File: config.mk
export PLATFORM = sky130hd
export DESIGN_NAME = vtc_top
export DESIGN_NICKNAME = d
export VERILOG_FILES = /design/src/vtc_sync.v /design/src/vtc_top.v
export VERILOG_INCLUDE_DIRS = /design/src
export SDC_FILE = /design/constraint.sdc
export NUM_CORES = 1
export LEC_CHECK = 0
export ABC_AREA = 1
export BUFFER_PORTS_ARGS = -buffer_cell sky130_fd_sc_hd__buf_2
export CAP_MARGIN = 0
export CORE_MARGIN = 4
export CORE_UTILIZATION = 52
export DETAILED_ROUTE_END_ITERATION = 12
export GPL_TIMING_DRIVEN = 0
export PLACE_DENSITY = 0.79
export SYNTH_ARGS = -nofsm -noshare
export SYNTH_HDL_FRONTEND = slang
export SYNTH_SLANG_ARGS = --single-unit
File: constraint.sdc
create_clock -name core_clk_i -period 3.7 [get_ports core_clk_i]
set_input_delay 0.37 -clock core_clk_i [delete_from_list [all_inputs] [get_ports core_clk_i]]
set_output_delay 0.37 -clock core_clk_i [all_outputs]
set_load 0.05 [all_outputs]
File: src/vtc_consts.vh
// Operation
// RULE1 - select 0: line blanking high over whole blanking, EAV and SAV included.
// RULE2 - select 1: line blanking follows the H bit of received TRS words.
// RULE3 - select is one bit of proc_disable_reg, written only over the host port.
// RULE4 - carrier detect low: second serial input treated as valid.
// RULE5 - carrier detect high: input invalid, lock forced low, parallel outputs muted; code mutes data only, blanking flags keep running.
// RULE6 - loop-through enable low: both loop-through outputs high impedance.
// RULE7 - loop-through enable high: true and complement loop-through outputs driven.
// RULE8 - host mode: words shifted in on shared pin, captured on host serial clock.
// RULE9 - test select high: shared pin routed to boundary-scan TDI, not host input.
// RULE10 - outside party holds shared serial pin high when host port unused.
// RULE11 - field blanking high through vertical blanking, following received V bit.
// RULE12 - field blanking low on every line outside vertical blanking.
// RULE13 - blanking flags update synchronously with the pixel clock.
// RULE14 - outside party drives test select to pick scan or host mode.
// RULE15 - carrier detect and loop enable pass synchronizers before use.
`ifndef VTC_CONSTS_VH
`define VTC_CONSTS_VH

// ----------------------------------------------------------------
// trs words and xyz field positions
// ----------------------------------------------------------------
`define VTC_TRS_W0 10'h3ff
`define VTC_TRS_W1 10'h000
`define VTC_XYZ_F_BIT 8
`define VTC_XYZ_V_BIT 7
`define VTC_XYZ_H_BIT 6
`define VTC_TRS_TAIL 3'h4
`define VTC_MUTE_WORD 10'h000

// ----------------------------------------------------------------
// host port map
// ----------------------------------------------------------------
`define VTC_PROC_DISABLE_ADDR 16'h0000
`define VTC_H_CONFIG_BIT 0
`define VTC_PROC_DISABLE_RST 16'h0000
`define VTC_HOST_BITS 5'h10

`endif

File: src/vtc_sync.v
`timescale 1ns/1ps
`default_nettype none
module vtc_sync #(
  parameter RST_VAL = 1'b0
) (
  // clock and reset
  input wire core_clk_i,
  input wire rst_i,
  // level in and out
  input wire async_i,
  output reg sync_o
);

  reg meta;

  always @(posedge core_clk_i or posedge rst_i) begin
    if (rst_i) begin
      meta <= RST_VAL;
      sync_o <= RST_VAL;
    end else begin
      meta <= async_i;
      sync_o <= meta;
    end
  end

endmodule
`default_nettype wire

File: src/vtc_top.v
`timescale 1ns/1ps
`default_nettype none
`include "vtc_consts.vh"
module vtc_top #(
  parameter DW = 10,
  parameter HW = 16
) (
  // clock and reset
  input wire core_clk_i,
  input wire rst_i,
  // received video words
  input wire [DW-1:0] video_data_i,
  input wire lock_raw_i,
  // carrier detect from equalizer
  input wire carrier_detect_in2_i,
  // loop-through
  input wire loopthru_out_enable_i,
  input wire loop_data_i,
  // shared serial control pins
  input wire test_host_sel_i,
  input wire host_sclk_i,
  input wire host_cs_n_i,
  input wire shared_serial_in_pin_i,
  // parallel video out
  output reg [DW-1:0] video_data_o,
  output reg line_blank_o,
  output reg field_blank_o,
  output reg lock_indicator_o,
  // loop-through outputs
  output reg loopthru_serial_out_o,
  output reg loopthru_serial_out_n_o,
  output reg loopthru_serial_out_oe_o,
  // scan and host
  output reg scan_tdi_o,
  output reg [HW-1:0] proc_disable_reg_o
);

  // ----------------------------------------------------------------
  // synchronizers
  // ----------------------------------------------------------------
  wire cd_sync;
  wire loop_en_sync;

  vtc_sync #(.RST_VAL(1'b1)) u_cd_sync (
    .core_clk_i(core_clk_i),
    .rst_i(rst_i),
    .async_i(carrier_detect_in2_i),
    .sync_o(cd_sync)
  ); // see RULE15

  vtc_sync #(.RST_VAL(1'b0)) u_en_sync (
    .core_clk_i(core_clk_i),
    .rst_i(rst_i),
    .async_i(loopthru_out_enable_i),
    .sync_o(loop_en_sync)
  ); // see RULE15

  // ----------------------------------------------------------------
  // trs detection pipeline
  // ----------------------------------------------------------------
  reg [DW-1:0] d0;
  reg [DW-1:0] d1;
  reg [DW-1:0] d2;
  reg [DW-1:0] d3;
  reg blank_full;
  reg [2:0] sav_tail;
  reg h_trs;
  reg v_trs;
  wire h_config;
  wire trs_hit;
  wire xyz_h;
  wire xyz_v;
  wire trs_eav;
  wire trs_sav;
  reg next_blank_full;
  reg [2:0] next_sav_tail;
  reg next_line_blank;

  function is_word;
    input [DW-1:0] w;
    input [DW-1:0] ref_w;
    begin
      is_word = (w == ref_w);
    end
  endfunction

  // d3 is the oldest word; d0 then holds the xyz word
  assign trs_hit = is_word(d3, `VTC_TRS_W0) && is_word(d2, `VTC_TRS_W1) &&
                   is_word(d1, `VTC_TRS_W1);
  assign xyz_h = d0[`VTC_XYZ_H_BIT];
  assign xyz_v = d0[`VTC_XYZ_V_BIT];
  assign trs_eav = trs_hit && xyz_h;
  assign trs_sav = trs_hit && !xyz_h;
  assign h_config = proc_disable_reg_o[`VTC_H_CONFIG_BIT];

  always @(posedge core_clk_i or posedge rst_i) begin
    if (rst_i) begin
      d0 <= {DW{1'b0}};
      d1 <= {DW{1'b0}};
      d2 <= {DW{1'b0}};
      d3 <= {DW{1'b0}};
    end else begin
      d0 <= video_data_i;
      d1 <= d0;
      d2 <= d1;
      d3 <= d2;
    end
  end

  // ----------------------------------------------------------------
  // blanking flag generation
  // ----------------------------------------------------------------
  always @* begin
    next_blank_full = blank_full;
    next_sav_tail = sav_tail;
    if (trs_eav) begin
      // eav: blank from its first word onward
      next_blank_full = 1'b1; // see RULE1
      next_sav_tail = 3'h0;
    end else if (trs_sav) begin
      // sav: hold blanking through all four sav words
      next_blank_full = 1'b1; // see RULE1
      next_sav_tail = `VTC_TRS_TAIL;
    end else if (sav_tail != 3'h0) begin
      next_sav_tail = sav_tail - 3'h1;
      // drops on the word after the sav xyz word
      if (sav_tail == 3'h1) begin
        next_blank_full = 1'b0; // see RULE1
      end
    end
    if (h_config) begin
      next_line_blank = trs_hit ? xyz_h : h_trs; // see RULE2
    end else begin
      next_line_blank = next_blank_full; // see RULE1
    end
  end

  always @(posedge core_clk_i or posedge rst_i) begin
    if (rst_i) begin
      blank_full <= 1'b1;
      sav_tail <= 3'h0;
      h_trs <= 1'b1;
      v_trs <= 1'b1;
      line_blank_o <= 1'b1;
      field_blank_o <= 1'b1;
    end else begin
      blank_full <= next_blank_full;
      sav_tail <= next_sav_tail;
      if (trs_hit) begin
        h_trs <= xyz_h; // see RULE2
        v_trs <= xyz_v; // see RULE11
      end
      line_blank_o <= next_line_blank; // see RULE13
      field_blank_o <= trs_hit ? xyz_v : v_trs; // see RULE11, see RULE12, see RULE13
    end
  end

  // ----------------------------------------------------------------
  // carrier gating of lock and parallel data
  // ----------------------------------------------------------------
  // only data and lock are muted; blanking flags keep running
  always @(posedge core_clk_i or posedge rst_i) begin
    if (rst_i) begin
      video_data_o <= `VTC_MUTE_WORD;
      lock_indicator_o <= 1'b0;
    end else if (cd_sync) begin
      video_data_o <= `VTC_MUTE_WORD; // see RULE5
      lock_indicator_o <= 1'b0; // see RULE5
    end else begin
      video_data_o <= d3; // see RULE4
      lock_indicator_o <= lock_raw_i; // see RULE4
    end
  end

  // ----------------------------------------------------------------
  // loop-through driver
  // ----------------------------------------------------------------
  always @(posedge core_clk_i or posedge rst_i) begin
    if (rst_i) begin
      loopthru_serial_out_o <= 1'b0;
      loopthru_serial_out_n_o <= 1'b1;
      loopthru_serial_out_oe_o <= 1'b0;
    end else begin
      loopthru_serial_out_o <= loop_data_i;
      loopthru_serial_out_n_o <= ~loop_data_i;
      loopthru_serial_out_oe_o <= loop_en_sync; // see RULE6, see RULE7
    end
  end

  // ----------------------------------------------------------------
  // shared serial pin: scan tdi or host input
  // ----------------------------------------------------------------
  localparam ST_ADDR = 3'b001;
  localparam ST_DATA = 3'b010;
  localparam ST_DONE = 3'b100;

  reg [2:0] state;
  reg [2:0] next_state;
  reg sclk_q;
  reg [HW-1:0] shreg;
  reg [HW-1:0] addr;
  reg [4:0] bitcnt;
  wire host_mode;
  wire sclk_rise;
  wire word_done;
  wire [HW-1:0] shifted;
  wire take_bit;

  function frame_idle;
    input cs_n;
    input scan_sel;
    begin
      frame_idle = cs_n || scan_sel;
    end
  endfunction

  assign host_mode = ~test_host_sel_i;
  assign sclk_rise = host_sclk_i & ~sclk_q;
  assign shifted = {shreg[HW-2:0], shared_serial_in_pin_i};
  assign word_done = host_mode && !host_cs_n_i && sclk_rise &&
                     (bitcnt == (`VTC_HOST_BITS - 5'h1));
  // one bit per rising host clock while a frame is open, until both words are in
  assign take_bit = sclk_rise && !frame_idle(host_cs_n_i, test_host_sel_i) &&
                    (state != ST_DONE);

  always @(posedge core_clk_i or posedge rst_i) begin
    if (rst_i) begin
      scan_tdi_o <= 1'b1;
    end else begin
      // tdi is forced high outside scan mode, whatever the pin carries
      scan_tdi_o <= test_host_sel_i ? shared_serial_in_pin_i : 1'b1; // see RULE9
    end
  end

  always @* begin
    next_state = state;
    case (state)
      ST_ADDR: begin
        if (word_done) begin
          next_state = ST_DATA;
        end
      end
      ST_DATA: begin
        if (word_done) begin
          next_state = ST_DONE;
        end
      end
      ST_DONE: begin
        next_state = ST_DONE;
      end
      default: begin
        next_state = ST_ADDR;
      end
    endcase
    // chip select high or scan mode restarts the framing
    if (frame_idle(host_cs_n_i, test_host_sel_i)) begin
      next_state = ST_ADDR;
    end
  end

  // framing: state, clock history and bit count
  always @(posedge core_clk_i or posedge rst_i) begin
    if (rst_i) begin
      state <= ST_ADDR;
      sclk_q <= 1'b1;
      bitcnt <= 5'h0;
    end else begin
      state <= next_state;
      sclk_q <= host_sclk_i;
      if (frame_idle(host_cs_n_i, test_host_sel_i)) begin
        bitcnt <= 5'h0;
      end else if (take_bit) begin
        bitcnt <= word_done ? 5'h0 : bitcnt + 5'h1;
      end
    end
  end

  // capture on rising host serial clock
  always @(posedge core_clk_i or posedge rst_i) begin
    if (rst_i) begin
      shreg <= {HW{1'b0}};
      addr <= {HW{1'b0}};
    end else if (take_bit) begin
      shreg <= shifted; // see RULE8
      if (word_done && state == ST_ADDR) begin
        addr <= shifted; // see RULE8
      end
    end
  end

  // register write once a full data word has arrived
  always @(posedge core_clk_i or posedge rst_i) begin
    if (rst_i) begin
      proc_disable_reg_o <= `VTC_PROC_DISABLE_RST;
    end else if (take_bit && word_done && state == ST_DATA) begin
      if (addr == `VTC_PROC_DISABLE_ADDR) begin
        proc_disable_reg_o <= shifted; // see RULE3
      end
    end
  end

endmodule
`default_nettype wire

* Word level (Yosys, flattened, before mapping)
Cells that the tools add are included.
** Word-level totals
- Memory bits (read-only) :: 0
- Bits in writable memories :: 0
- Flip-flop bits (word level) :: 122
- Memories :: 0
- Logic and storage cells :: 84
- Input bits :: 20
- Latch bits :: 0
** Operators by class
- Eq/ne operators :: 9
- Muxes and demuxes :: 19
- Divide/modulo/power cells :: 0
- $add $sub $neg :: 2
- Multiply operators :: 0
- Bitwise logic cells :: 4
- Magnitude comparators :: 0
- Reduce and logical (&&, ||, !) cells :: 25
- Shift operators :: 0
** Operator list (count)
- $logic_not A10 Y1 :: 2
- $mux W3 :: 6
- $logic_not A16 Y1 :: 1
- $mux W5 :: 3
- $logic_and A1 B1 Y1 :: 12
- $eq A10 B10 Y1 const B :: 1
- $mux W10 :: 1
- $ne A3 B3 Y1 const B :: 3
- $pmux W3 S3 :: 1
- $mux W1 :: 8
- $eq A3 B1 Y1 const B :: 2
- $reduce_and A2 Y1 :: 3
- $reduce_bool A3 Y1 :: 2
- $add A5 B1 Y5 const B :: 1
- $eq A5 B4 Y1 const B :: 1
- $eq A3 B2 Y1 const B :: 1
- $eq A3 B3 Y1 const B :: 1
- $logic_not A1 Y1 :: 3
- $not A1 Y1 :: 3
- $sub A3 B1 Y3 const B :: 1
- $reduce_bool A2 Y1 :: 1
- $and A1 B1 Y1 :: 1
- $logic_or A1 B1 Y1 :: 1

* Longest topological paths before layout
- Word-level depth :: 7
- Depth in mapped cells :: 10
- Depth with buffers taken out :: 9

* By module
Synthesis repeated with hierarchy kept, for this count alone.
** Second synthesis, totals
- Cells, all modules :: 441
- Area total of the unflattened synthesis :: 4615.7 µm²
** Modules (own cells, without submodules)
- vtc_top :: times used 1, area an instance 4505.6 µm², cells an instance 435
- vtc_sync at u_cd_sync :: times used 1, area an instance 56.3 µm², cells an instance 3
- vtc_sync at u_en_sync :: times used 1, area an instance 53.8 µm², cells an instance 3

* Worst setup path after synthesis
No wires, ideal clock.
- Kind :: register to register
- From :: register bitcnt[0]
- To :: register addr[10]
- Path buffers :: 1
- Arrival :: 1451 ps
- Data required time :: 3624 ps
- Clock period less this slack :: 1527 ps
- Slack :: 2173 ps
- Stages on the path, launching flop included :: 11
- Cell sequence :: dfrtp_1 > ha_1 > nand2_1 > nor2_1 > ha_1 > nand2_2 > inv_2 > nand2_2 > buf_2 > nand2_1 > o21ai_1
** Between the ends
- Cells in the longest elaborated chain, start to end :: 4
** Ends and longest elaborated chain
- start, declared :: RTL line vtc_top.v:202 : reg [4:0] bitcnt;
- start signal, assigned :: RTL line vtc_top.v:273 : bitcnt <= word_done ? 5'h0 : bitcnt + 5'h1;
- $eq A5 B4 Y1 :: RTL line vtc_top.v:221 : (bitcnt == (`VTC_HOST_BITS - 5'h1));
- $logic_and A1 B1 Y1 :: RTL line vtc_top.v:220 : assign word_done = host_mode && !host_cs_n_i && sclk_rise &&
- $logic_and A1 B1 Y1 :: RTL line vtc_top.v:285 : if (word_done && state == ST_ADDR) begin
- $reduce_and A2 Y1 (no source line)
- end signal, assigned :: RTL line vtc_top.v:282 : addr <= {HW{1'b0}};
- end signal, assigned :: RTL line vtc_top.v:286 : addr <= shifted;
- end, declared :: RTL line vtc_top.v:201 : reg [HW-1:0] addr;
Every way passes these cells.
A chain may end at the register's enable or synchronous reset.

* Worst setup path in the final report
- From :: register bitcnt[0]
- To :: register addr[8]
Same word-level chain as after synthesis.

==> results.txt <==
run status - finished with violations
failing checks - negative hold slack
Cell variety after synth - 26
top cells by area, synth - dfrtp_1, nand2_1, dfstp_2, inv_1, nor2_1
Worst-Margin Slew - 0.731 ns
Critical Path Fanout Max - 10
initial drt markers - 157
worst r2r src - bitcnt[0]
Final WS setup - 1.93 ns
Syn Inst Count - 440
switch share - 22.3%
vias - 3169
Setup CP Type - reg2reg
clock share of power - 52.6%
CP Capture Type - flip-flop
vias in the first global route - 3258
Fin Hold WS - -0.0104 ns
RSZ-0062 raised after global routing - false
Die ar. - 10300 um^2
Final Cycle Share - 47.7%
fin. max-slew vios - 0
first-pass GRT wire length - 15.2 mm
multi-input logic area - 1160 um^2
pin count of the biggest net entering global routing - 64
DIE HEIGHT - 102 um
CTS root buf - clkbuf_8
share of the synthesized area in the top cell type - 61.4%
Leak - 2.92 nW
Tmin final - 1.77 ns
CTS tree - yes
Post-Route WL - 8.79 mm
dpl cells - 598
leading cell type in the layout, fill and taps excluded - dfrtp_1
# rows - 33
combinational power share - 4.9%
fmax - 566 MHz
r2r worst-path depth - 10
CP max stage delay - 0.41 ns
crit-path cells - ha_1, nand2_1, nor2_1, ha_1, nand2_2, inv_2, nand2_2, buf_2, nand2_1, o21ai_1
Worst R2R End - addr[8]
DR vias/cell - 4.91
antenna violations before repair - 0
maximum VDD drop - 0.314 mV
P_int - 2.60 mW
GP Congestion - 0.817
fin cells - 645
gr ovfl total - 0
TritonCTS buffer count - 17
Slew headroom - 51.2%
Final Setup Violations - 0
Cell Pwr Density - 578 nW/um^2
Yosys reg bits - 122
Hold Path Class - in2async
startpoint types - flip-flop
Syn Std Cell Area - 4560 um^2
clk slew on worst S/H paths - 0.06 ns
port bufs - 52
H-tree depth - 4
clk_lat worst skew - 0.52 ns
I/O pins - 53
Seq pwr share - 42.5%
Final nets - 552
sequential area share after synthesis - 67.2%
CP max stage cell - dfrtp_1
total track usage - 19.3%
Synth area leader - dfrtp_1
drt first pass iters - 7
antenna cells - 0
register area - 3070 um^2
fin util - 68.9%
Final Hold Fails - 25
sw power - 744 uW
R2R setup slack - 1.93 ns
yosys warns - 0
Place WS - 1.97 ns
Setup TNS - 0 ns
Max Root-Sink Buffers - 2
HPWL Detailed - 5.69 mm
Detail Route Antenna Nets - 0
Avg Inst Size Synth - 10.4 um^2
Core Area - 8380 um^2
clk_skew - 0.00793 ns
Die W - 102 um
CTS sink cnt - 122
required time of the critical path - 4.14 ns
layout cells sized above 1 - 24.6%
max cap viols - 0
Post-route DRC - 0
critical path data arrival time - 2.21 ns
Syn-to-layout area delta - 26.6%
Synthesized Nets - 465
Initial Util - 54.4%
average routed wire per standard cell - 13.6 um
most frequent cells in the layout - dfrtp_1, nand2_1, inv_1
fill cell total of the finished layout - 578
-- worst max-delay path by stage --
| stage | slack (ns) | depth (start not counted) | startpoint | end |
|---|---|---|---|---|
| after floorplan | 0.10 | 1 | rst_i | addr[0] |
| after global placement | -0.98 | 2 | rst_i | bitcnt[1] |
| after detailed placement | 1.97 | 10 | bitcnt[0] | addr[4] |
| after CTS | 1.92 | 10 | bitcnt[0] | addr[8] |
| after global routing | 1.80 | 10 | bitcnt[0] | addr[8] |
| final | 1.93 | 10 | bitcnt[0] | addr[8] |
-- metal layers --
layer / vias to the layer above / wire length (um) / track usage [%]
met5: - / 0 / 0
met4: 0 / 206 / 9.30
met3: 20 / 525 / 5.37
met2: 87 / 4190 / 30.0
met1: 1541 / 3860 / 25.1
li1: 1521 / - / -
-- synth_stat cells (all sizes together) --
cell	count
a21oi	2
and2	1
buf	8
clkbuf	2
dfrtp	112
dfstp	10
ha	5
inv	69
mux2i	1
nand2	107
nand3	5
nand4	4
nor2	52
nor3	2
o21a	2
o21ai	52
o31ai	2
or2	1
xor2	3
-- cells by family after synthesis --
| kind of cell | count (synthesis) | share of synthesized area [%] |
|---|---|---|
| DFF | 122 | 67.2 |
| muxes | 1 | 0.219 |
| and+or+nand+nor | 172 | 15.4 |
| AOI/OAI and AO/OA | 58 | 7.90 |
| buffers and inverters | 79 | 7.40 |
| adders and majority gates | 5 | 1.37 |
| xor gates and xnor gates | 3 | 0.576 |
-- layout make-up --
type	count	area share (%)
clock buffer	20	7.89
timing repair buffer	68	7.58
buffer	10	1.36
inverter	69	4.53
clock inverter	12	3.21
tap	105	2.27
multi-input combinational	239	20.1
sequential	122	53.1
-- critical path: cells and delay by family (launching register included) --
family                     cells  cell delay [ns]
buffers and inverters          2             0.28
adders and majority gates      2             0.43
and+or+nand+nor                5             0.49
AOI/OAI and AO/OA              1             0.08
DFF                            1             0.41
-- metrics by stage --
step | power, mW | instance area [um^2] | hold slack [ns]
after global routing | 3.46 | 5780 | 0.0510
after CTS | 3.36 | 5780 | 0.00984
final | 3.34 | 5780 | -0.0104
after detailed placement | 1.59 | 4980 | 0.335
after floorplan | 1.54 | 4560 | 0.331
after global placement | 1.58 | 4950 | 0.333
-- registers in the layout, summed over array words and instances, names as in the netlist, 10 cells and up --
name,count
addr,16
d0,10
d1,10
d2,10
d3,10
proc_disable_reg_o,16
shreg,15
video_data_o,10
-- repair_timing --
action / CTS / global route
hold endpoints to repair: 16 / 0
resized for setup: 0 / 0
hold buffers: 15 / 0
setup buffers: 0 / 0
-- power groups by stage --
| stage | registers (mW) | clock network, mW | logic, mW |
|---|---|---|---|
| 6_report | 1.42 | 1.76 | 0.163 |
| 3_3_place_gp | 1.44 | 0 | 0.141 |
| 3_5_place_dp | 1.44 | 0 | 0.153 |
| 5_1_grt | 1.42 | 1.85 | 0.187 |
| 2_1_floorplan | 1.46 | 0 | 0.0755 |
| 4_1_cts | 1.42 | 1.77 | 0.166 |
Power figures use the tool's default switching activity.
